`config.mk`:
```
export PLATFORM = sky130hd
export DESIGN_NAME = lcd_segment_driver_control
export DESIGN_NICKNAME = d
export VERILOG_FILES = /design/src/shared/lcd_drv_pkg.sv /design/src/rtl/lcd_frame_timer.sv /design/src/rtl/lcd_segment_driver_control.sv
export VERILOG_INCLUDE_DIRS = /design/src /design/src/shared
export SDC_FILE = /design/constraint.sdc
export NUM_CORES = 1
export LEC_CHECK = 0
export ABC_AREA = 0
export BUFFER_PORTS_ARGS = -buffer_cell sky130_fd_sc_hd__buf_2
export CAP_MARGIN = 20
export CORE_ASPECT_RATIO = 1.5
export CORE_MARGIN = 5
export CORE_UTILIZATION = 50
export CTS_CLUSTER_DIAMETER = 100
export DETAILED_ROUTE_END_ITERATION = 8
export GPL_ROUTABILITY_DRIVEN = 0
export PLACE_DENSITY_LB_ADDON = 0.3
export RECOVER_POWER = 50
export SYNTH_ARGS = -nofsm -noshare
export SYNTH_HDL_FRONTEND = slang
export SYNTH_HIERARCHICAL = 1
export SYNTH_SLANG_ARGS = --single-unit
```
`constraint.sdc`:
```
create_clock -name I_CLOCK -period 2.6 [get_ports I_CLOCK]
set_input_delay 0.26 -clock I_CLOCK [delete_from_list [all_inputs] [get_ports I_CLOCK]]
set_output_delay 0.26 -clock I_CLOCK [all_outputs]
set_load 0.005 [all_outputs]
```
`src/shared/lcd_drv_map.svh`:
```
// register map, field positions, reset values and timing counts
//------------------------------------------------------------------------------
// Notes on behaviour
// - upper select bits: bit 0 is SEG40 up to bit 7 SEG47; 1 drives, reset 0
// - bias kind bit picks resistor or capacitor bias; capacitor starts pump
// - supply select 0 takes external supply pin, 1 takes internal pump
// - two-bit pump level picks one of four pump output voltages
// - capacitor bias source 00 uses external pins, other codes internal
// - source codes 01, 10, 11 pick 1.08V reference, 3V regulator, main supply
// - quarter duty: four common lines, frame split into four slots
// - waveform bit picks Type A or Type B; Type B has lower frequency
// - common and segment waveforms built by hardware with zero net DC
// - display enable 0 stops all common and segment driving
// - display enable is cleared at power-on
// - resistor bias uses one-third bias: ground, 1/3, 2/3 and full levels
// - two-bit bias current field picks resistor bias current
// - drive clock is sub clock divided by eight, nominal 4kHz
// - memory bits 0 to 3 of each byte are one pixel each (bit = common), 1 on, 0 off, read continuously
// - enable acts in Normal, Slow and Idle; Sleep always blanks display
// - bias kind bit: 0 resistor, 1 capacitor, reset 0
//------------------------------------------------------------------------------
`ifndef LCD_DRV_MAP_SVH
`define LCD_DRV_MAP_SVH

//------------------------------------------------------------------------------
// register offsets
//------------------------------------------------------------------------------
`define LCD_ADDR_PUMP_CTRL 8'h00
`define LCD_ADDR_DISP_CTRL 8'h01
`define LCD_ADDR_SEG_SEL_HI 8'h02
`define LCD_ADDR_STATUS 8'h03
`define LCD_ADDR_MEM_BASE 8'h10
`define LCD_ADDR_MEM_LAST 8'h17

//------------------------------------------------------------------------------
// field positions
//------------------------------------------------------------------------------
`define LCD_PUMP_SUPPLY_BIT 3
`define LCD_PUMP_LEVEL_LO 0
`define LCD_DISP_TYPE_BIT 7
`define LCD_DISP_KIND_BIT 6
`define LCD_DISP_SRC_LO 4
`define LCD_DISP_CUR_LO 1
`define LCD_DISP_EN_BIT 0

//------------------------------------------------------------------------------
// reset values
//------------------------------------------------------------------------------
`define LCD_RST_PUMP_CTRL 8'h00
`define LCD_RST_DISP_CTRL 8'h00
`define LCD_RST_SEG_SEL_HI 8'h00

//------------------------------------------------------------------------------
// timing
//------------------------------------------------------------------------------
`define LCD_CLK_HZ 25000000
`define LCD_SUB_HZ 32000
`define LCD_SUB_CYCLES (`LCD_CLK_HZ / `LCD_SUB_HZ)
`define LCD_SUB_LAST 10'(`LCD_SUB_CYCLES - 1)
`define LCD_DRV_DIV 8
`define LCD_DRV_LAST 3'(`LCD_DRV_DIV - 1)
`define LCD_SEG_COUNT 8
`define LCD_COM_COUNT 4

`endif

```
`src/shared/lcd_drv_pkg.sv`:
```
// types shared by the segment LCD driver files
package lcd_drv_pkg;

	// drive level of a common or segment line under one-third bias
	typedef enum logic [1:0] {
		LVL_GROUND = 2'b00,
		LVL_THIRD = 2'b01,
		LVL_TWO_THIRDS = 2'b10,
		LVL_FULL = 2'b11
	} level_type;

	// waveform generation style
	typedef enum logic {
		WAVE_A = 1'b0,
		WAVE_B = 1'b1
	} wave_type;

endpackage

```
`src/rtl/lcd_frame_timer.sv`:
```
// drive clock divider and four-slot frame sequencer
`include "lcd_drv_map.svh"

module lcd_frame_timer
	import lcd_drv_pkg::*;
(
	// clock and reset
	input wire logic i_clk,
	input wire logic i_rst,
	// control
	input wire logic i_run,
	input wire wave_type i_wave,
	// frame position
	output logic [1:0] o_slot,
	output logic o_phase
);

	logic [9:0] sub_cnt_q;
	logic [2:0] div_cnt_q;
	logic sub_tick;
	logic drv_tick;

	assign sub_tick = (sub_cnt_q == `LCD_SUB_LAST);
	assign drv_tick = sub_tick && (div_cnt_q == `LCD_DRV_LAST);

	// sub clock enable, then divide by eight for the drive clock
	always_ff @(posedge i_clk or posedge i_rst) begin
		if (i_rst) begin
			sub_cnt_q <= 10'h000;
			div_cnt_q <= 3'h0;
		end else if (!i_run) begin
			sub_cnt_q <= 10'h000;
			div_cnt_q <= 3'h0;
		end else begin
			sub_cnt_q <= sub_tick ? 10'h000 : sub_cnt_q + 10'h001;
			if (sub_tick) begin
				div_cnt_q <= div_cnt_q + 3'h1;
			end
		end
	end

	// type A flips polarity every tick, two ticks a slot; type B one tick a
	// slot and flips polarity once a frame, so it flips at a quarter of the rate
	always_ff @(posedge i_clk or posedge i_rst) begin
		if (i_rst) begin
			o_slot <= 2'h0;
			o_phase <= 1'b0;
		end else if (!i_run) begin
			o_slot <= 2'h0;
			o_phase <= 1'b0;
		end else if (drv_tick) begin
			if (i_wave == WAVE_A) begin
				o_phase <= ~o_phase;
				if (o_phase) begin
					o_slot <= o_slot + 2'h1;
				end
			end else begin
				o_slot <= o_slot + 2'h1;
				if (o_slot == 2'h3) begin
					o_phase <= ~o_phase;
				end
			end
		end
	end

endmodule // lcd_frame_timer

```
`src/rtl/lcd_segment_driver_control.sv`:
```
// segment LCD driver: control registers, display memory and waveforms
`include "lcd_drv_map.svh"

module lcd_segment_driver_control
	import lcd_drv_pkg::*;
(
	// clock and reset
	input wire logic I_CLOCK,
	input wire logic I_RST,
	// register port
	input wire logic [7:0] I_ADDR,
	input wire logic [7:0] I_WDATA,
	input wire logic I_WR,
	input wire logic I_RD,
	output logic [7:0] O_RDATA,
	// operating mode
	input wire logic I_SLEEP,
	// common lines
	output logic [7:0] O_COM_LEVEL,
	output logic [3:0] O_COM_DRIVE,
	// segment lines SEG40 to SEG47
	output logic [15:0] O_SEG_LEVEL,
	output logic [7:0] O_SEG_DRIVE,
	// bias and supply controls
	output logic O_CAP_BIAS,
	output logic O_RES_BIAS_ON,
	output logic O_PUMP_ON,
	output logic O_SUPPLY_FROM_PUMP,
	output logic [1:0] O_PUMP_LEVEL,
	output logic O_BIAS_FROM_PINS,
	output logic [2:0] O_INT_SOURCE,
	output logic [1:0] O_BIAS_CURRENT
);

	//--------------------------------------------------------------------------
	// control registers
	//--------------------------------------------------------------------------
	logic driver_supply_select_q;
	logic [1:0] pump_level_q;
	wave_type wave_q;
	logic bias_kind_select_q;
	logic [1:0] cap_bias_source_q;
	logic [1:0] bias_current_q;
	logic display_enable_q;
	logic [7:0] segment_output_select_high_q;
	logic [7:0] disp_mem [0:`LCD_SEG_COUNT-1];
	localparam logic [7:0] pump_rst = `LCD_RST_PUMP_CTRL;
	localparam logic [7:0] disp_rst = `LCD_RST_DISP_CTRL;

	logic wr_pump;
	logic wr_disp;
	logic wr_sel;
	logic wr_mem;
	logic [2:0] mem_index;

	assign wr_pump = I_WR && (I_ADDR == `LCD_ADDR_PUMP_CTRL);
	assign wr_disp = I_WR && (I_ADDR == `LCD_ADDR_DISP_CTRL);
	assign wr_sel = I_WR && (I_ADDR == `LCD_ADDR_SEG_SEL_HI);
	assign wr_mem = I_WR && (I_ADDR >= `LCD_ADDR_MEM_BASE)
		&& (I_ADDR <= `LCD_ADDR_MEM_LAST);
	assign mem_index = I_ADDR[2:0];

	// pump control: supply source and pump level
	always_ff @(posedge I_CLOCK or posedge I_RST) begin
		if (I_RST) begin
			driver_supply_select_q <= pump_rst[`LCD_PUMP_SUPPLY_BIT];
			pump_level_q <= pump_rst[`LCD_PUMP_LEVEL_LO +: 2];
		end else if (wr_pump) begin
			driver_supply_select_q <= I_WDATA[`LCD_PUMP_SUPPLY_BIT];
			pump_level_q <= I_WDATA[`LCD_PUMP_LEVEL_LO +: 2];
		end
	end

	// display control: waveform, bias kind, source, current, enable
	always_ff @(posedge I_CLOCK or posedge I_RST) begin
		if (I_RST) begin
			wave_q <= wave_type'(disp_rst[`LCD_DISP_TYPE_BIT]);
			bias_kind_select_q <= disp_rst[`LCD_DISP_KIND_BIT];
			cap_bias_source_q <= disp_rst[`LCD_DISP_SRC_LO +: 2];
			bias_current_q <= disp_rst[`LCD_DISP_CUR_LO +: 2];
			display_enable_q <= disp_rst[`LCD_DISP_EN_BIT];
		end else if (wr_disp) begin
			wave_q <= wave_type'(I_WDATA[`LCD_DISP_TYPE_BIT]);
			bias_kind_select_q <= I_WDATA[`LCD_DISP_KIND_BIT];
			cap_bias_source_q <= I_WDATA[`LCD_DISP_SRC_LO +: 2];
			bias_current_q <= I_WDATA[`LCD_DISP_CUR_LO +: 2];
			display_enable_q <= I_WDATA[`LCD_DISP_EN_BIT];
		end
	end

	// upper segment output select
	always_ff @(posedge I_CLOCK or posedge I_RST) begin
		if (I_RST) begin
			segment_output_select_high_q <= `LCD_RST_SEG_SEL_HI;
		end else if (wr_sel) begin
			segment_output_select_high_q <= I_WDATA;
		end
	end

	// display memory: no reset, contents are undefined until written
	always_ff @(posedge I_CLOCK) begin
		if (wr_mem) begin
			disp_mem[mem_index] <= I_WDATA;
		end
	end

	//--------------------------------------------------------------------------
	// frame sequencing
	//--------------------------------------------------------------------------
	logic drive_active;
	logic [1:0] slot;
	logic phase;

	// sleep always blanks, whatever the enable bit says
	assign drive_active = display_enable_q && !I_SLEEP;

	lcd_frame_timer u_timer (
		.i_clk(I_CLOCK),
		.i_rst(I_RST),
		.i_run(drive_active),
		.i_wave(wave_q),
		.o_slot(slot),
		.o_phase(phase)
	);

	//--------------------------------------------------------------------------
	// register read
	//--------------------------------------------------------------------------
	logic [7:0] rdata_d;
	logic [7:0] rdata_q;

	always_comb begin
		rdata_d = 8'h00;
		if (I_RD) begin
			if (I_ADDR == `LCD_ADDR_PUMP_CTRL) begin
				rdata_d[`LCD_PUMP_SUPPLY_BIT] = driver_supply_select_q;
				rdata_d[`LCD_PUMP_LEVEL_LO +: 2] = pump_level_q;
			end else if (I_ADDR == `LCD_ADDR_DISP_CTRL) begin
				rdata_d[`LCD_DISP_TYPE_BIT] = wave_q;
				rdata_d[`LCD_DISP_KIND_BIT] = bias_kind_select_q;
				rdata_d[`LCD_DISP_SRC_LO +: 2] = cap_bias_source_q;
				rdata_d[`LCD_DISP_CUR_LO +: 2] = bias_current_q;
				rdata_d[`LCD_DISP_EN_BIT] = display_enable_q;
			end else if (I_ADDR == `LCD_ADDR_SEG_SEL_HI) begin
				rdata_d = segment_output_select_high_q;
			end else if (I_ADDR == `LCD_ADDR_STATUS) begin
				rdata_d[3] = drive_active;
				rdata_d[2] = phase;
				rdata_d[1:0] = slot;
			end else if ((I_ADDR >= `LCD_ADDR_MEM_BASE)
					&& (I_ADDR <= `LCD_ADDR_MEM_LAST)) begin
				rdata_d = disp_mem[mem_index];
			end
		end
	end

	// read data stands only in the cycle after the read strobe
	always_ff @(posedge I_CLOCK or posedge I_RST) begin
		if (I_RST) begin
			rdata_q <= 8'h00;
		end else begin
			rdata_q <= rdata_d;
		end
	end

	assign O_RDATA = rdata_q;

	//--------------------------------------------------------------------------
	// waveform levels
	//--------------------------------------------------------------------------
	// phase 0: selected common full, others 1/3; pixel on ground, off 2/3
	// phase 1: selected common ground, others 2/3; pixel on full, off 1/3
	// every level pair mirrors across the two phases, so net DC is zero
	logic [7:0] com_level_d;
	logic [3:0] com_drive_d;
	logic [15:0] seg_level_d;
	logic [7:0] seg_drive_d;

	genvar gc;
	generate
		for (gc = 0; gc < `LCD_COM_COUNT; gc++) begin : g_com
			level_type lvl;
			always_comb begin
				if (slot == 2'(gc)) begin
					lvl = phase ? LVL_GROUND : LVL_FULL;
				end else begin
					lvl = phase ? LVL_TWO_THIRDS : LVL_THIRD;
				end
			end
			assign com_level_d[2*gc +: 2] = drive_active ? lvl : LVL_GROUND;
			assign com_drive_d[gc] = drive_active;
		end
	endgenerate

	genvar gs;
	generate
		for (gs = 0; gs < `LCD_SEG_COUNT; gs++) begin : g_seg
			logic pixel_on;
			logic seg_live;
			level_type lvl;
			assign pixel_on = disp_mem[gs][slot];
			assign seg_live = drive_active
				&& segment_output_select_high_q[gs];
			always_comb begin
				if (pixel_on) begin
					lvl = phase ? LVL_FULL : LVL_GROUND;
				end else begin
					lvl = phase ? LVL_THIRD : LVL_TWO_THIRDS;
				end
			end
			assign seg_level_d[2*gs +: 2] = seg_live ? lvl : LVL_GROUND;
			assign seg_drive_d[gs] = seg_live;
		end
	endgenerate

	always_ff @(posedge I_CLOCK or posedge I_RST) begin
		if (I_RST) begin
			O_COM_LEVEL <= 8'h00;
			O_COM_DRIVE <= 4'h0;
			O_SEG_LEVEL <= 16'h0000;
			O_SEG_DRIVE <= 8'h00;
		end else begin
			O_COM_LEVEL <= com_level_d;
			O_COM_DRIVE <= com_drive_d;
			O_SEG_LEVEL <= seg_level_d;
			O_SEG_DRIVE <= seg_drive_d;
		end
	end

	//--------------------------------------------------------------------------
	// bias and supply controls
	//--------------------------------------------------------------------------
	logic [2:0] int_source_d;

	always_comb begin
		int_source_d = 3'h0;
		if (bias_kind_select_q) begin
			unique case (cap_bias_source_q)
				2'h0: int_source_d = 3'h0;
				2'h1: int_source_d = 3'h1;
				2'h2: int_source_d = 3'h2;
				2'h3: int_source_d = 3'h4;
			endcase
		end
	end

	always_ff @(posedge I_CLOCK or posedge I_RST) begin
		if (I_RST) begin
			O_CAP_BIAS <= 1'b0;
			O_RES_BIAS_ON <= 1'b0;
			O_PUMP_ON <= 1'b0;
			O_SUPPLY_FROM_PUMP <= 1'b0;
			O_PUMP_LEVEL <= 2'h0;
			O_BIAS_FROM_PINS <= 1'b0;
			O_INT_SOURCE <= 3'h0;
			O_BIAS_CURRENT <= 2'h0;
		end else begin
			O_CAP_BIAS <= bias_kind_select_q;
			O_RES_BIAS_ON <= drive_active && !bias_kind_select_q;
			// capacitor bias or pump supply both need the pump running
			O_PUMP_ON <= drive_active
				&& (bias_kind_select_q || driver_supply_select_q);
			O_SUPPLY_FROM_PUMP <= driver_supply_select_q;
			O_PUMP_LEVEL <= pump_level_q;
			O_BIAS_FROM_PINS <= bias_kind_select_q
				&& (cap_bias_source_q == 2'h0);
			O_INT_SOURCE <= int_source_d;
			O_BIAS_CURRENT <= bias_current_q;
		end
	end

endmodule // lcd_segment_driver_control

```
==> reports/qor.yml, run 1 <==
clock_tree.buffer_depth: 2
path_buf_inv: 0
worst_slew_margin_rel: 0.463
run_status: "complete, no violations"
yosysSeqAreaShare: 0.645
cts_tree: "yes"
cts-resized-gates: 0
setup_tns_ns: 0
ys_warn_count: 6
period_needed_ns: 1.98
post_cts_buffers: 0
place_area_mm2: 0.00682
cts_root_buf: "clkbuf_16"
syn_nets: 483
drc: 0
drt_iter0_markers: 228
cp-end-kind: "flop"
ys_async_sr_fraction: 0.568
synth-simple-area-share: 0.124
core_area_mm2: 0.0124
syn_area_mm2: 0.00623
via_count: 3974
worst_pin_slew_ns: 0.805
peakVddDrop_mv: 0.432
clkLatencyLatePin_ns: 0.42
yosysMostFrequentCell: "dfrtp_1"
port_buffers: 76
stdcell_area_mm2: 0.00742
crit_family: "flip-flops"
min_path_type: "input pin to flop"
power.total_mw: 5.25
grtUsageTotal: 0.201
power.leakage_nw: 3.20
antenna_found_initial: 0
synth_top_area_cell: "dfrtp_1"
diodes: 0
hold_viol_final: 0
crit_slowest_cell: "dfrtp_1"
synth.ff_latch_count: 148
drive_gt1_frac: 0.277
synth.area.top_cells: "dfrtp_1, edfxtp_1, mux4_2"
synth.avg_cell_area_um2: 13.6
hpwlAfterDp_um: 9830
grt_overflow: 0
rsz0062_at_grt: "no"
rrSetupSlack_ns: 0.62
finalWirelength_um: 14100
clk_pin_slew_worst_paths_ns: 0.06
cts_made_buffers: 17
via_per_inst: 5.58
postRouteAntennaNets: 0
synthAdderAreaFrac: 0.0100
grt_max_degree: 53
dieArea_mm2: 0.0148
crit_arrival_ns: 2.29
fmax_mhz: 505
cp_slowest_stage_delay_ns: 0.87
grt_pass1_wl_um: 22600
htreeDepth: 4
crit_type: "flop to flop"
ys.flop_type: "dfrtp_1"
final_nets: 569
areaGrowthSynthToFinish_pct: 19.0
syn_inst: 457
synth-compound-area-share: 0.0666
synth_xor_area_frac: 0.0295
cts.hold.buffers_added: 1
path_cells: "mux4_2 > xnor2_1 > and3_1"
synth_common_cells: "dfrtp_1, edfxtp_1, nor2_1"
synth_top_family_by_area: "simple AND/OR/NAND/NOR gates"
critical_path_peak_fanout: 16
ys_types: 56
synth-edff-count: 64
initial_core_util: 0.503
crit_path_start_kind: "flop"
p_per_area_mw_per_mm2: 707
synthMuxAreaShare: 0.0937
drv_cap: 0
clock-sinks: 148
row_count: 50
first_global_vias: 4184
ios: 77
final-setup-viol-count: 0
drtPass1Iterations: 5
synth_top_area_share: 0.337
wl_per_cell_um: 19.8
period_share: 0.762
die_h_um: 147
worstPathRequired_ns: 2.91
drv_slew: 0
die_w_um: 101
finalClockSkew_ns: 0.00840
-- worst register-to-register path: stages (launching register included) --
cell     delay, ns
dfrtp_1       0.87
mux4_2        0.65
xnor2_1       0.16
and3_1        0.19
-- placed cells by master, fill, tap and decap left out, types with 3 or more instances in the layout --
| cell type | Yosys | layout |
|---|---|---|
| a211oi_1 | 5 | 5 |
| a21oi_1 | 14 | 14 |
| a22oi_1 | 4 | 4 |
| and2_1 | 9 | 9 |
| and3_1 | 18 | 18 |
| buf_2 | 2 | 63 |
| buf_4 | 6 | 17 |
| bufinv_16 | 0 | 3 |
| clkbuf_1 | 16 | 14 |
| clkbuf_16 | 0 | 17 |
| clkinvlp_4 | 0 | 5 |
| dfrtp_1 | 84 | 84 |
| edfxtp_1 | 64 | 64 |
| ha_1 | 5 | 5 |
| inv_1 | 13 | 13 |
| inv_6 | 0 | 4 |
| mux2_2 | 19 | 19 |
| mux2_4 | 3 | 3 |
| mux2i_1 | 10 | 10 |
| mux4_2 | 10 | 10 |
| nand2_1 | 16 | 16 |
| nand2b_1 | 7 | 7 |
| nand3_1 | 8 | 8 |
| nor2_1 | 39 | 39 |
| nor2b_1 | 6 | 6 |
| nor3_1 | 4 | 4 |
| nor3b_1 | 6 | 6 |
| o21ai_0 | 16 | 16 |
| o221ai_1 | 7 | 7 |
| o22ai_1 | 6 | 6 |
| or3_1 | 3 | 3 |
| or3_4 | 3 | 3 |
| xnor2_1 | 19 | 19 |
-- path summary, 6_finish.rpt --
path / start / to / cells past startpoint
max: u_timer/o_slot[0]$_DFFE_PP0P_ / O_SEG_LEVEL[15]$_DFF_PP0_ / 3
min: I_RD / O_RDATA[1]$_DFF_PP0_ / 2
max reg2reg: u_timer/o_slot[0]$_DFFE_PP0P_ / O_SEG_LEVEL[15]$_DFF_PP0_ / 3
min reg2reg: bias_current_q[1]$_DFFE_PP0P_ / O_BIAS_CURRENT[1]$_DFF_PP0_ / 0
max in group asynchronous: I_RST / O_INT_SOURCE[0]$_DFF_PP0_ / 4
min in group asynchronous: I_RST / u_timer/div_cnt_q[0]$_DFFE_PP0P_ / 3
-- area by class of cell --
class,instances,area (um2)
inverters,13,48.8
fillers,983,4970
clock buffers,17,425
multi-input cells,267,2020
clock inverters,15,179
flip-flops and latches,148,4020
repair buffers,96,526
well taps,156,195
-- per-layer routing --
layer,wire length (um),GRT usage,vias up
met5,0,0,-
met4,451,0.0865,0
met3,875,0.0409,30
met2,7670,0.352,134
met1,5080,0.234,1981
li1,-,-,1829
-- sequential cells by signal (all words and copies together), names as in the netlist, 2 cells and up --
signal / cells
disp_mem: 64
O_SEG_LEVEL: 16
u_timer/sub_cnt_q: 10
O_RDATA: 8
O_SEG_DRIVE: 8
segment_output_select_high_q: 8
O_COM_LEVEL: 5
O_INT_SOURCE: 3
u_timer/div_cnt_q: 3
O_BIAS_CURRENT: 2
O_PUMP_LEVEL: 2
bias_current_q: 2
cap_bias_source_q: 2
pump_level_q: 2
u_timer/o_slot: 2
-- logic make-up after synthesis --
group	after synthesis
buffers and inverters	42
adders and majority gates	5
AOI/OAI and AO/OA	64
and+or+nand+nor	135
DFF	148
xor gates and xnor gates	21
muxes	42
-- stage by stage --
step / setup WS (ns) / utilization / cells / hold WS (ns)
6_report: 0.619 / 0.599 / 712 / 0.139
3_3_place_gp: 0.371 / 0.551 / 679 / 0.258
5_1_grt: 0.528 / 0.599 / 712 / 0.139
2_1_floorplan: 0.487 / - / 457 / 0.174
3_5_place_dp: 0.323 / 0.551 / 679 / 0.268
4_1_cts: 0.610 / 0.601 / 712 / 0.118
-- power by group --
group          internal, mW  switching, mW  total (mW)
logic                0.0885          0.161       0.249
clock network          1.51          0.973        2.49
registers              2.48         0.0324        2.51
total                  4.08           1.17        5.25
(Power assumes the default switching activity.)
==> inputs of run 2 (changes only) <==
--- a/config.mk
+++ b/config.mk
@@ -6,7 +6,7 @@
 export SDC_FILE = /design/constraint.sdc
 export NUM_CORES = 1
 export LEC_CHECK = 0
-export ABC_AREA = 0
+export ABC_AREA = 1
 export BUFFER_PORTS_ARGS = -buffer_cell sky130_fd_sc_hd__buf_2
 export CAP_MARGIN = 20
 export CORE_ASPECT_RATIO = 1.5
==> constraint.sdc (replaced) <==
create_clock -name I_CLOCK -period 1.75 [get_ports I_CLOCK]
set_input_delay 0.175 -clock I_CLOCK [delete_from_list [all_inputs] [get_ports I_CLOCK]]
set_output_delay 0.175 -clock I_CLOCK [all_outputs]
set_load 0.005 [all_outputs]
==> run 2 against run 1 <==
  * Die area rose by 0.96%
  * Area after synthesis up 1.0%
  * Cell count rose by 27%
  * Core utilization rose by 0.73 points
  * Non-clock buffer count rose by 9
  * Power grew 43%
  * Register-to-register slack lost 0.48 ns
  * Clock skew rose by 0.00056 ns
  * Worst setup slack got worse by 0.48 ns
==> reports/qor.yml, run 2 <==
ios: 77  # unchanged
dp.cells: 868  # was 679
seq_area_mm2: 0.00403  # was 0.00402 mm2
via_per_inst: 5.28  # was 5.58
crit_type: "flop to flop"  # unchanged
first_global_vias: 4830  # was 4,184
dpl_worst_slack_ns: 0.0644  # was 0.323 ns
endpoint: "O_SEG_LEVEL[7]$_DFF_PP0_"  # was O_SEG_LEVEL[15]$_DFF_PP0_
synth.avg_cell_area_um2: 10.0  # was 13.6 um2
place_area_mm2: 0.00698  # was 0.00682 mm2
hpwlAfterDp_um: 11100  # was 9830 um
p_per_area_mw_per_mm2: 993  # was 707 mW/mm2
path_cells: "inv_1 > nand2_1 > inv_1 > nand2_1 > nand3_1 > a21oi_1 > nand2_1 > nand2_1 > nor2_1"  # was mux4_2 > xnor2_1 > and3_1
cts_tree: "yes"  # unchanged
diodes: 0  # unchanged
reg.largest.list: "disp_mem (64), O_SEG_LEVEL (16), u_timer/sub_cnt_q (10)"  # unchanged
finalClockSkew_ns: 0.00896  # was 0.00840 ns
clk_pin_slew_worst_paths_ns: 0.06  # about the same
wl_per_cell_um: 16.7  # was 19.8 um
setup_tns_ns: 0  # unchanged
worst_pin_slew_ns: 0.699  # was 0.805 ns
internal_power_mw: 5.86  # was 4.08 mW
critical_path_peak_fanout: 7  # was 16
combPwrFrac: 0.046  # was 0.047
drv_cap: 0  # unchanged
core_area_mm2: 0.0124  # about the same
die_h_um: 147  # about the same
port_buffers: 76  # unchanged
drt_iter0_markers: 242  # was 228
fmax_mhz: 621  # was 505 MHz
die_w_um: 102  # was 101 um
swShare: 0.219  # was 0.222
drive_gt1_frac: 0.201  # was 0.277
ys.flop_type: "dfrtp_1"  # unchanged
ys_warn_count: 6  # unchanged
setup_slack_ns: 0.139  # was 0.619 ns
r2r-start: "u_timer/o_slot[1]$_DFFE_PP0P_"  # was u_timer/o_slot[0]$_DFFE_PP0P_
reg2reg_depth: 9  # was 3
largest_reg_flops: 64  # unchanged
drc: 0  # unchanged
postLayoutCoreUtil: 0.606  # was 0.599
clock_tree.buffer_depth: 2  # unchanged
dieArea_mm2: 0.0150  # was 0.0148 mm2
syn_area_mm2: 0.00630  # was 0.00623 mm2
worst_slew_margin_rel: 0.532  # was 0.463
multi_input_area_mm2: 0.00184  # was 0.00202 mm2
final-setup-viol-count: 0  # unchanged
clkPwrFrac: 0.460  # was 0.474
rrSetupSlack_ns: 0.14  # was 0.62 ns
fillCellCount: 1015  # was 983
crit_arrival_ns: 1.91  # was 2.29 ns
run_status: "complete, no violations"  # unchanged
antenna_found_initial: 0  # unchanged
power_frac_seq: 0.493  # was 0.479
grt_pass1_wl_um: 24400  # was 22,600 um
grtUsageTotal: 0.213  # was 0.201
initial_core_util: 0.506  # was 0.503
hold_viol_final: 0  # unchanged
worstPathRequired_ns: 2.05  # was 2.91 ns
cpMostUsedCell: "nand2_1"
path_depth: 9  # was 3
syn_inst: 628  # was 457
postRouteAntennaNets: 0  # unchanged
clkLatencyLatePin_ns: 0.42  # about the same
crit_slowest_cell: "dfrtp_1"  # unchanged
synth-edff-count: 64  # unchanged
via_count: 4770  # was 3,974
yosysSeqAreaShare: 0.639  # was 0.645
rsz0062_at_grt: "no"  # unchanged
path_buf_inv: 2  # was 0
grt_max_degree: 31  # was 53
top_register: "disp_mem"  # unchanged
finalWirelength_um: 15100  # was 14,100 um
syn_nets: 654  # was 483
crit_family: "simple AND/OR/NAND/NOR gates"  # was flip-flops
final_common_cell: "nand2_1"  # was dfrtp_1
peakVddDrop_mv: 0.550  # was 0.432 mV
period_share: 0.920  # was 0.762
cts_made_buffers: 17  # unchanged
yosysMostFrequentCell: "nand2_1"  # was dfrtp_1
drv_slew: 0  # unchanged
power.leakage_nw: 3.47  # was 3.20 nW
synth_top_area_cell: "dfrtp_1"  # unchanged
period_needed_ns: 1.61  # was 1.98 ns
mostFrequentLayoutCells: "nand2_1, nor2_1, dfrtp_1"  # was dfrtp_1, edfxtp_1, buf_2
final_nets: 760  # was 569
min_path_type: "input pin to flop"  # unchanged
crit_path_start_kind: "flop"  # unchanged
cp_slowest_stage_delay_ns: 0.50  # was 0.87 ns
stdcell_area_mm2: 0.00755  # was 0.00742 mm2
stdcell_count: 903  # was 712
critPathLaunch: "u_timer/o_slot[1]$_DFFE_PP0P_"  # was u_timer/o_slot[0]$_DFFE_PP0P_
areaGrowthSynthToFinish_pct: 19.8  # was 19.0%
clock-sinks: 148  # unchanged
htreeDepth: 4  # unchanged
net-switching-power_mw: 1.64  # was 1.17 mW
ys_async_sr_fraction: 0.568  # unchanged
row_count: 50  # unchanged
cts_root_buf: "clkbuf_16"  # unchanged
grt_overflow: 0  # unchanged
synth_common_cells: "nand2_1, nor2_1, dfrtp_1"  # was dfrtp_1, edfxtp_1, nor2_1
r2r-end: "O_SEG_LEVEL[7]$_DFF_PP0_"  # was O_SEG_LEVEL[15]$_DFF_PP0_
synth.ff_latch_count: 148  # unchanged
drtPass1Iterations: 6  # was 5
synth.area.top_cells: "dfrtp_1, edfxtp_1, nand2_1"  # was dfrtp_1, edfxtp_1, mux4_2
ys_types: 32  # was 56
synth_top_area_share: 0.334  # was 0.337
cp-end-kind: "flop"  # unchanged
-- run 2: cell types whose count changed in the layout (fill, tap and decap cells not counted), sizes merged, moves of 10 or more --
cell   delta
a21oi    +12
and3     -18
inv      +69
mux2     -22
mux2i    -10
mux4     -10
nand2   +101
nand3    +22
nor2     +60
o21ai    +27
o22ai    +15
xnor2    -19
-- run 2: worst register-to-register path: cells and delay by family, from the launching register on --
kind                   cells  cell delay (ns)
AND/OR/NAND/NOR            6             0.56
buffers and inverters      2             0.23
AO/OA/AOI/OAI              1             0.20
flip-flops                 1             0.50
-- run 2: cell type report --
class                   instances  share of cell area
inverters                      86              0.0429
flip-flops and latches        148               0.533
well taps                     156              0.0259
repair buffers                105              0.0787
clock inverters                13              0.0177
clock buffers                  19              0.0574
multi-input cells             376               0.244
-- run 2: how the worst min path moves through the flow --
stage,start,to,slack (ns),depth (start not counted)
after floorplan,I_RST,u_timer/div_cnt_q[0]$_DFFE_PP0P_,0.09,1
after global placement,I_RST,O_COM_LEVEL[3]$_DFF_PP0_,0.18,2
after detailed placement,I_RST,O_COM_LEVEL[7]$_DFF_PP0_,0.19,2
after CTS,I_WDATA[5],disp_mem[0][5]$_DFFE_PP_,0.06,1
after global routing,I_WDATA[5],disp_mem[0][5]$_DFFE_PP_,0.18,1
final,I_WDATA[5],disp_mem[0][5]$_DFFE_PP_,0.16,1
-- run 2: power by group through the flow --
stage | clock network [mW] | logic, mW | registers, mW
global route | 3.65 | 0.390 | 3.70
CTS | 3.48 | 0.355 | 3.70
global placement | 0 | 0.338 | 3.76
floorplan | 0 | 0.201 | 3.75
finish | 3.45 | 0.348 | 3.70
detailed placement | 0 | 0.347 | 3.76
-- run 2: repair_timing --
item / in CTS / in global routing
setup buffers: 0 / 0
gates resized for setup: 0 / 1
hold buffers: 3 / 0
setup endpoints to repair: 0 / 2
hold endpoints to repair: 31 / 0
-- run 2: metrics by stage --
step / total power, mW / hold slack (ns)
CTS: 7.53 / 0.0595
finish: 7.50 / 0.159
floorplan: 3.96 / 0.0887
global route: 7.74 / 0.182
global placement: 4.10 / 0.181
detailed placement: 4.11 / 0.189
-- run 2: per-layer routing --
layer | routed length (um) | share of wire | vias up | track usage
met5 | 0 | 0 | - | 0
met3 | 846 | 0.056 | 50 | 0.0345
li1 | - | - | 2286 | -
met4 | 688 | 0.046 | 0 | 0.127
met1 | 5490 | 0.36 | 2262 | 0.235
met2 | 8050 | 0.53 | 172 | 0.377
-- run 2: kinds of logic (layout without fill, tap and decap cells) --
group / Yosys count / after routing / synth area share
DFF: 148 / 148 / 0.639
adders and majority gates: 5 / 5 / 0.00993
buffers and inverters: 104 / 223 / 0.0685
AOI/OAI and AO/OA: 98 / 98 / 0.0896
xor gates and xnor gates: 2 / 2 / 0.00278
and+or+nand+nor: 271 / 271 / 0.190
==> inputs of run 3 (changes only) <==
--- a/config.mk
+++ b/config.mk
@@ -16,7 +16,7 @@
 export DETAILED_ROUTE_END_ITERATION = 8
 export GPL_ROUTABILITY_DRIVEN = 0
 export PLACE_DENSITY_LB_ADDON = 0.3
-export RECOVER_POWER = 50
+export RECOVER_POWER = 100
 export SYNTH_ARGS = -nofsm -noshare
 export SYNTH_HDL_FRONTEND = slang
 export SYNTH_HIERARCHICAL = 1
==> constraint.sdc (replaced) <==
create_clock -name I_CLOCK -period 1.3 [get_ports I_CLOCK]
set_input_delay 0.13 -clock I_CLOCK [delete_from_list [all_inputs] [get_ports I_CLOCK]]
set_output_delay 0.13 -clock I_CLOCK [all_outputs]
set_load 0.005 [all_outputs]
==> run 3 against run 2 <==
  * The flow now finishes with violations (setup timing)
  * Combinational power increased by 68%
  * Global-route usage rose by 1.3 points
  * First-iteration DRC count up 45%
  * Register-to-register slack got worse by 0.28 ns
  * Via count increased by 7.5%
  * Clock power rose by 26%
  * Largest cell class unchanged
  * Core utilization is 5.0 points higher
  * Cell count up 6.1%
  * Critical path depth stayed put
  * Largest power group unchanged
  * Routed wire length is 12% higher
==> reports/qor.yml, run 3 (synthesized netlist as in run 2, its figures left out) <==
run_status: "finished, violations left"  # was complete, no violations
violations: "setup timing"
dpl_worst_slack_ns: -0.266  # was 0.0644 ns
hold-worst-slack_ns: 0.0360  # was 0.159 ns
grt_max_degree: 28  # was 31
row_count: 50  # unchanged
critPathLaunch: "u_timer/o_slot[0]$_DFFE_PP0P_"  # was u_timer/o_slot[1]$_DFFE_PP0P_
die_h_um: 147  # unchanged
finalClockSkew_ns: 0.00793  # was 0.00896 ns
largest_reg_flops: 64  # unchanged
final-setup-viol-count: 26  # was 0
clock_tree.buffer_depth: 2  # unchanged
initial_core_util: 0.506  # unchanged
combPwrFrac: 0.059  # was 0.046
drive_gt1_frac: 0.310  # was 0.201
via_count: 5129  # was 4,770
drc: 0  # unchanged
cp_slowest_stage_delay_ns: 0.49  # was 0.50 ns
dieArea_mm2: 0.0150  # unchanged
rsz0062_at_grt: "yes"  # was no
grtUsageTotal: 0.226  # was 0.213
crit_slowest_cell: "dfrtp_2"  # was dfrtp_1
worstHoldEndpoint: "O_COM_DRIVE[0]$_DFF_PP0_"  # was disp_mem[0][5]$_DFFE_PP_
path_buf_inv: 3  # was 2
worstHoldStart: "I_SLEEP"  # was I_WDATA[5]
first_global_vias: 5054  # was 4,830
net-switching-power_mw: 2.33  # was 1.64 mW
peakVddDrop_mv: 0.784  # was 0.550 mV
reg2reg_depth: 9  # unchanged
areaGrowthSynthToFinish_pct: 29.7  # was 19.8%
antenna_found_initial: 0  # unchanged
crit_arrival_ns: 1.79  # was 1.91 ns
swShare: 0.235  # was 0.219
setup_slack_ns: -0.141  # was 0.139 ns
fmax_mhz: 694  # was 621 MHz
hold_viol_final: 0  # unchanged
min_path_type: "input pin to flop"  # unchanged
postRouteAntennaNets: 0  # unchanged
setup_tns_ns: -1.67  # was 0 ns
cp-end-kind: "flop"  # unchanged
drv_slew: 0  # unchanged
cts_root_buf: "clkbuf_16"  # unchanged
reg.largest.list: "disp_mem (64), O_SEG_LEVEL (16), u_timer/sub_cnt_q (10)"  # unchanged
p_per_area_mw_per_mm2: 1210  # was 993 mW/mm2
r2r-end: "O_SEG_LEVEL[5]$_DFF_PP0_"  # was O_SEG_LEVEL[7]$_DFF_PP0_
crit_path_start_kind: "flop"  # unchanged
period_needed_ns: 1.44  # was 1.61 ns
worst_slew_margin_rel: 0.535  # was 0.532
cts_tree: "yes"  # unchanged
crit_type: "flop to flop"  # unchanged
drtPass1Iterations: 6  # unchanged
final_common_cell: "nand2_1"  # unchanged
clkLatencyLatePin_ns: 0.42  # about the same
period_share: 1.11  # was 0.920
dp.cells: 914  # was 868
hold_depth: 3  # was 1
power_frac_seq: 0.502  # was 0.493
wl_per_cell_um: 17.7  # was 16.7 um
worst_pin_slew_ns: 0.694  # was 0.699 ns
hpwlAfterDp_um: 11900  # was 11,100 um
die_w_um: 102  # unchanged
power.leakage_nw: 3.66  # was 3.47 nW
final_nets: 815  # was 760
diodes: 0  # unchanged
mostFrequentLayoutCells: "nand2_1, dfrtp_1, nor2_1"  # was nand2_1, nor2_1, dfrtp_1
rrSetupSlack_ns: -0.14  # was 0.14 ns
crit_family: "flip-flops"  # was simple AND/OR/NAND/NOR gates
stdcell_count: 958  # was 903
path_cells: "buf_6 > nor2_4 > inv_4 > buf_6 > o22ai_2 > nor2_2 > nand2_1 > nand2_1 > nor2_1"  # was inv_1 > nand2_1 > inv_1 > nand2_1 > nand3_1 > a21oi_1 > nand2_1 > nand2_1 > nor2_1
drv_cap: 0  # unchanged
top_register: "disp_mem"  # unchanged
grt_overflow: 0  # unchanged
clk_pin_slew_worst_paths_ns: 0.06  # about the same
ios: 77  # unchanged
postLayoutCoreUtil: 0.656  # was 0.606
via_per_inst: 5.35  # was 5.28
finalWirelength_um: 16900  # was 15,100 um
cts_made_buffers: 17  # unchanged
drt_iter0_markers: 352  # was 242
r2r-start: "u_timer/o_slot[0]$_DFFE_PP0P_"  # was u_timer/o_slot[1]$_DFFE_PP0P_
clock-sinks: 148  # unchanged
core_area_mm2: 0.0124  # unchanged
grt_pass1_wl_um: 25700  # was 24,400 um
critical_path_peak_fanout: 5  # was 7
clkPwrFrac: 0.439  # was 0.460
port_buffers: 76  # unchanged
htreeDepth: 4  # unchanged
internal_power_mw: 7.58  # was 5.86 mW
worstPathRequired_ns: 1.65  # was 2.05 ns
[run 3: area by class of cell]
type | instances | area (um2)
tap | 156 | 195
multi-input combinational | 376 | 2090
clock buffer | 17 | 425
fill | 956 | 4280
inverter | 86 | 332
sequential | 148 | 4030
timing repair buffer | 160 | 993
clock inverter | 15 | 104
[run 3: power groups by stage]
stage / Sequential [mW] / Combinational [mW] / Clock, mW
detailed placement: 5.06 / 0.549 / 0
global route: 4.98 / 0.638 / 4.61
finish: 4.98 / 0.583 / 4.36
CTS: 4.97 / 0.572 / 4.38
floorplan: 5.05 / 0.273 / 0
global placement: 5.06 / 0.539 / 0
[run 3: stage by stage]
stage / power, mW / cell area, um2
after floorplan: 5.33 / 6320
after global placement: 5.60 / 7370
after detailed placement: 5.61 / 7370
after CTS: 9.93 / 8050
after global routing: 10.2 / 8170
final: 9.92 / 8170
[run 3: worst max-delay path by stage]
| stage | cells past startpoint | to |
|---|---|---|
| 2_1_floorplan | 5 | disp_mem[2][0]$_DFFE_PP_ |
| 3_3_place_gp | 9 | O_SEG_LEVEL[7]$_DFF_PP0_ |
| 3_5_place_dp | 9 | O_SEG_LEVEL[7]$_DFF_PP0_ |
| 4_1_cts | 9 | O_SEG_LEVEL[7]$_DFF_PP0_ |
| 5_1_grt | 9 | O_SEG_LEVEL[5]$_DFF_PP0_ |
| 6_report | 9 | O_SEG_LEVEL[5]$_DFF_PP0_ |
[run 3: timing repair]
item | in CTS | in global routing
hold buffers | 2 | 0
pin swaps | 21 | 42
buffers inserted | 5 | 7
endpoints found under the setup margin | 22 | 28
resized for setup | 46 | 65
endpoints found under the hold margin | 32 | 0
[run 3: layer usage]
layer  share of wire  vias up  routed length, um  global-route usage
met2            0.54      227               9050               0.405
met3           0.059       64                998              0.0406
met1            0.36     2436               6080               0.252
li1                -     2402                  -                   -
met5               0        -                  0                   0
met4           0.046        0                782               0.114
[run 3: worst register-to-register path: cells and delay by family, from the launching register on]
family / cells / cell delay (ns)
flops: 1 / 0.49
simple gates: 5 / 0.40
buf+inv: 3 / 0.35
compound gates: 1 / 0.14
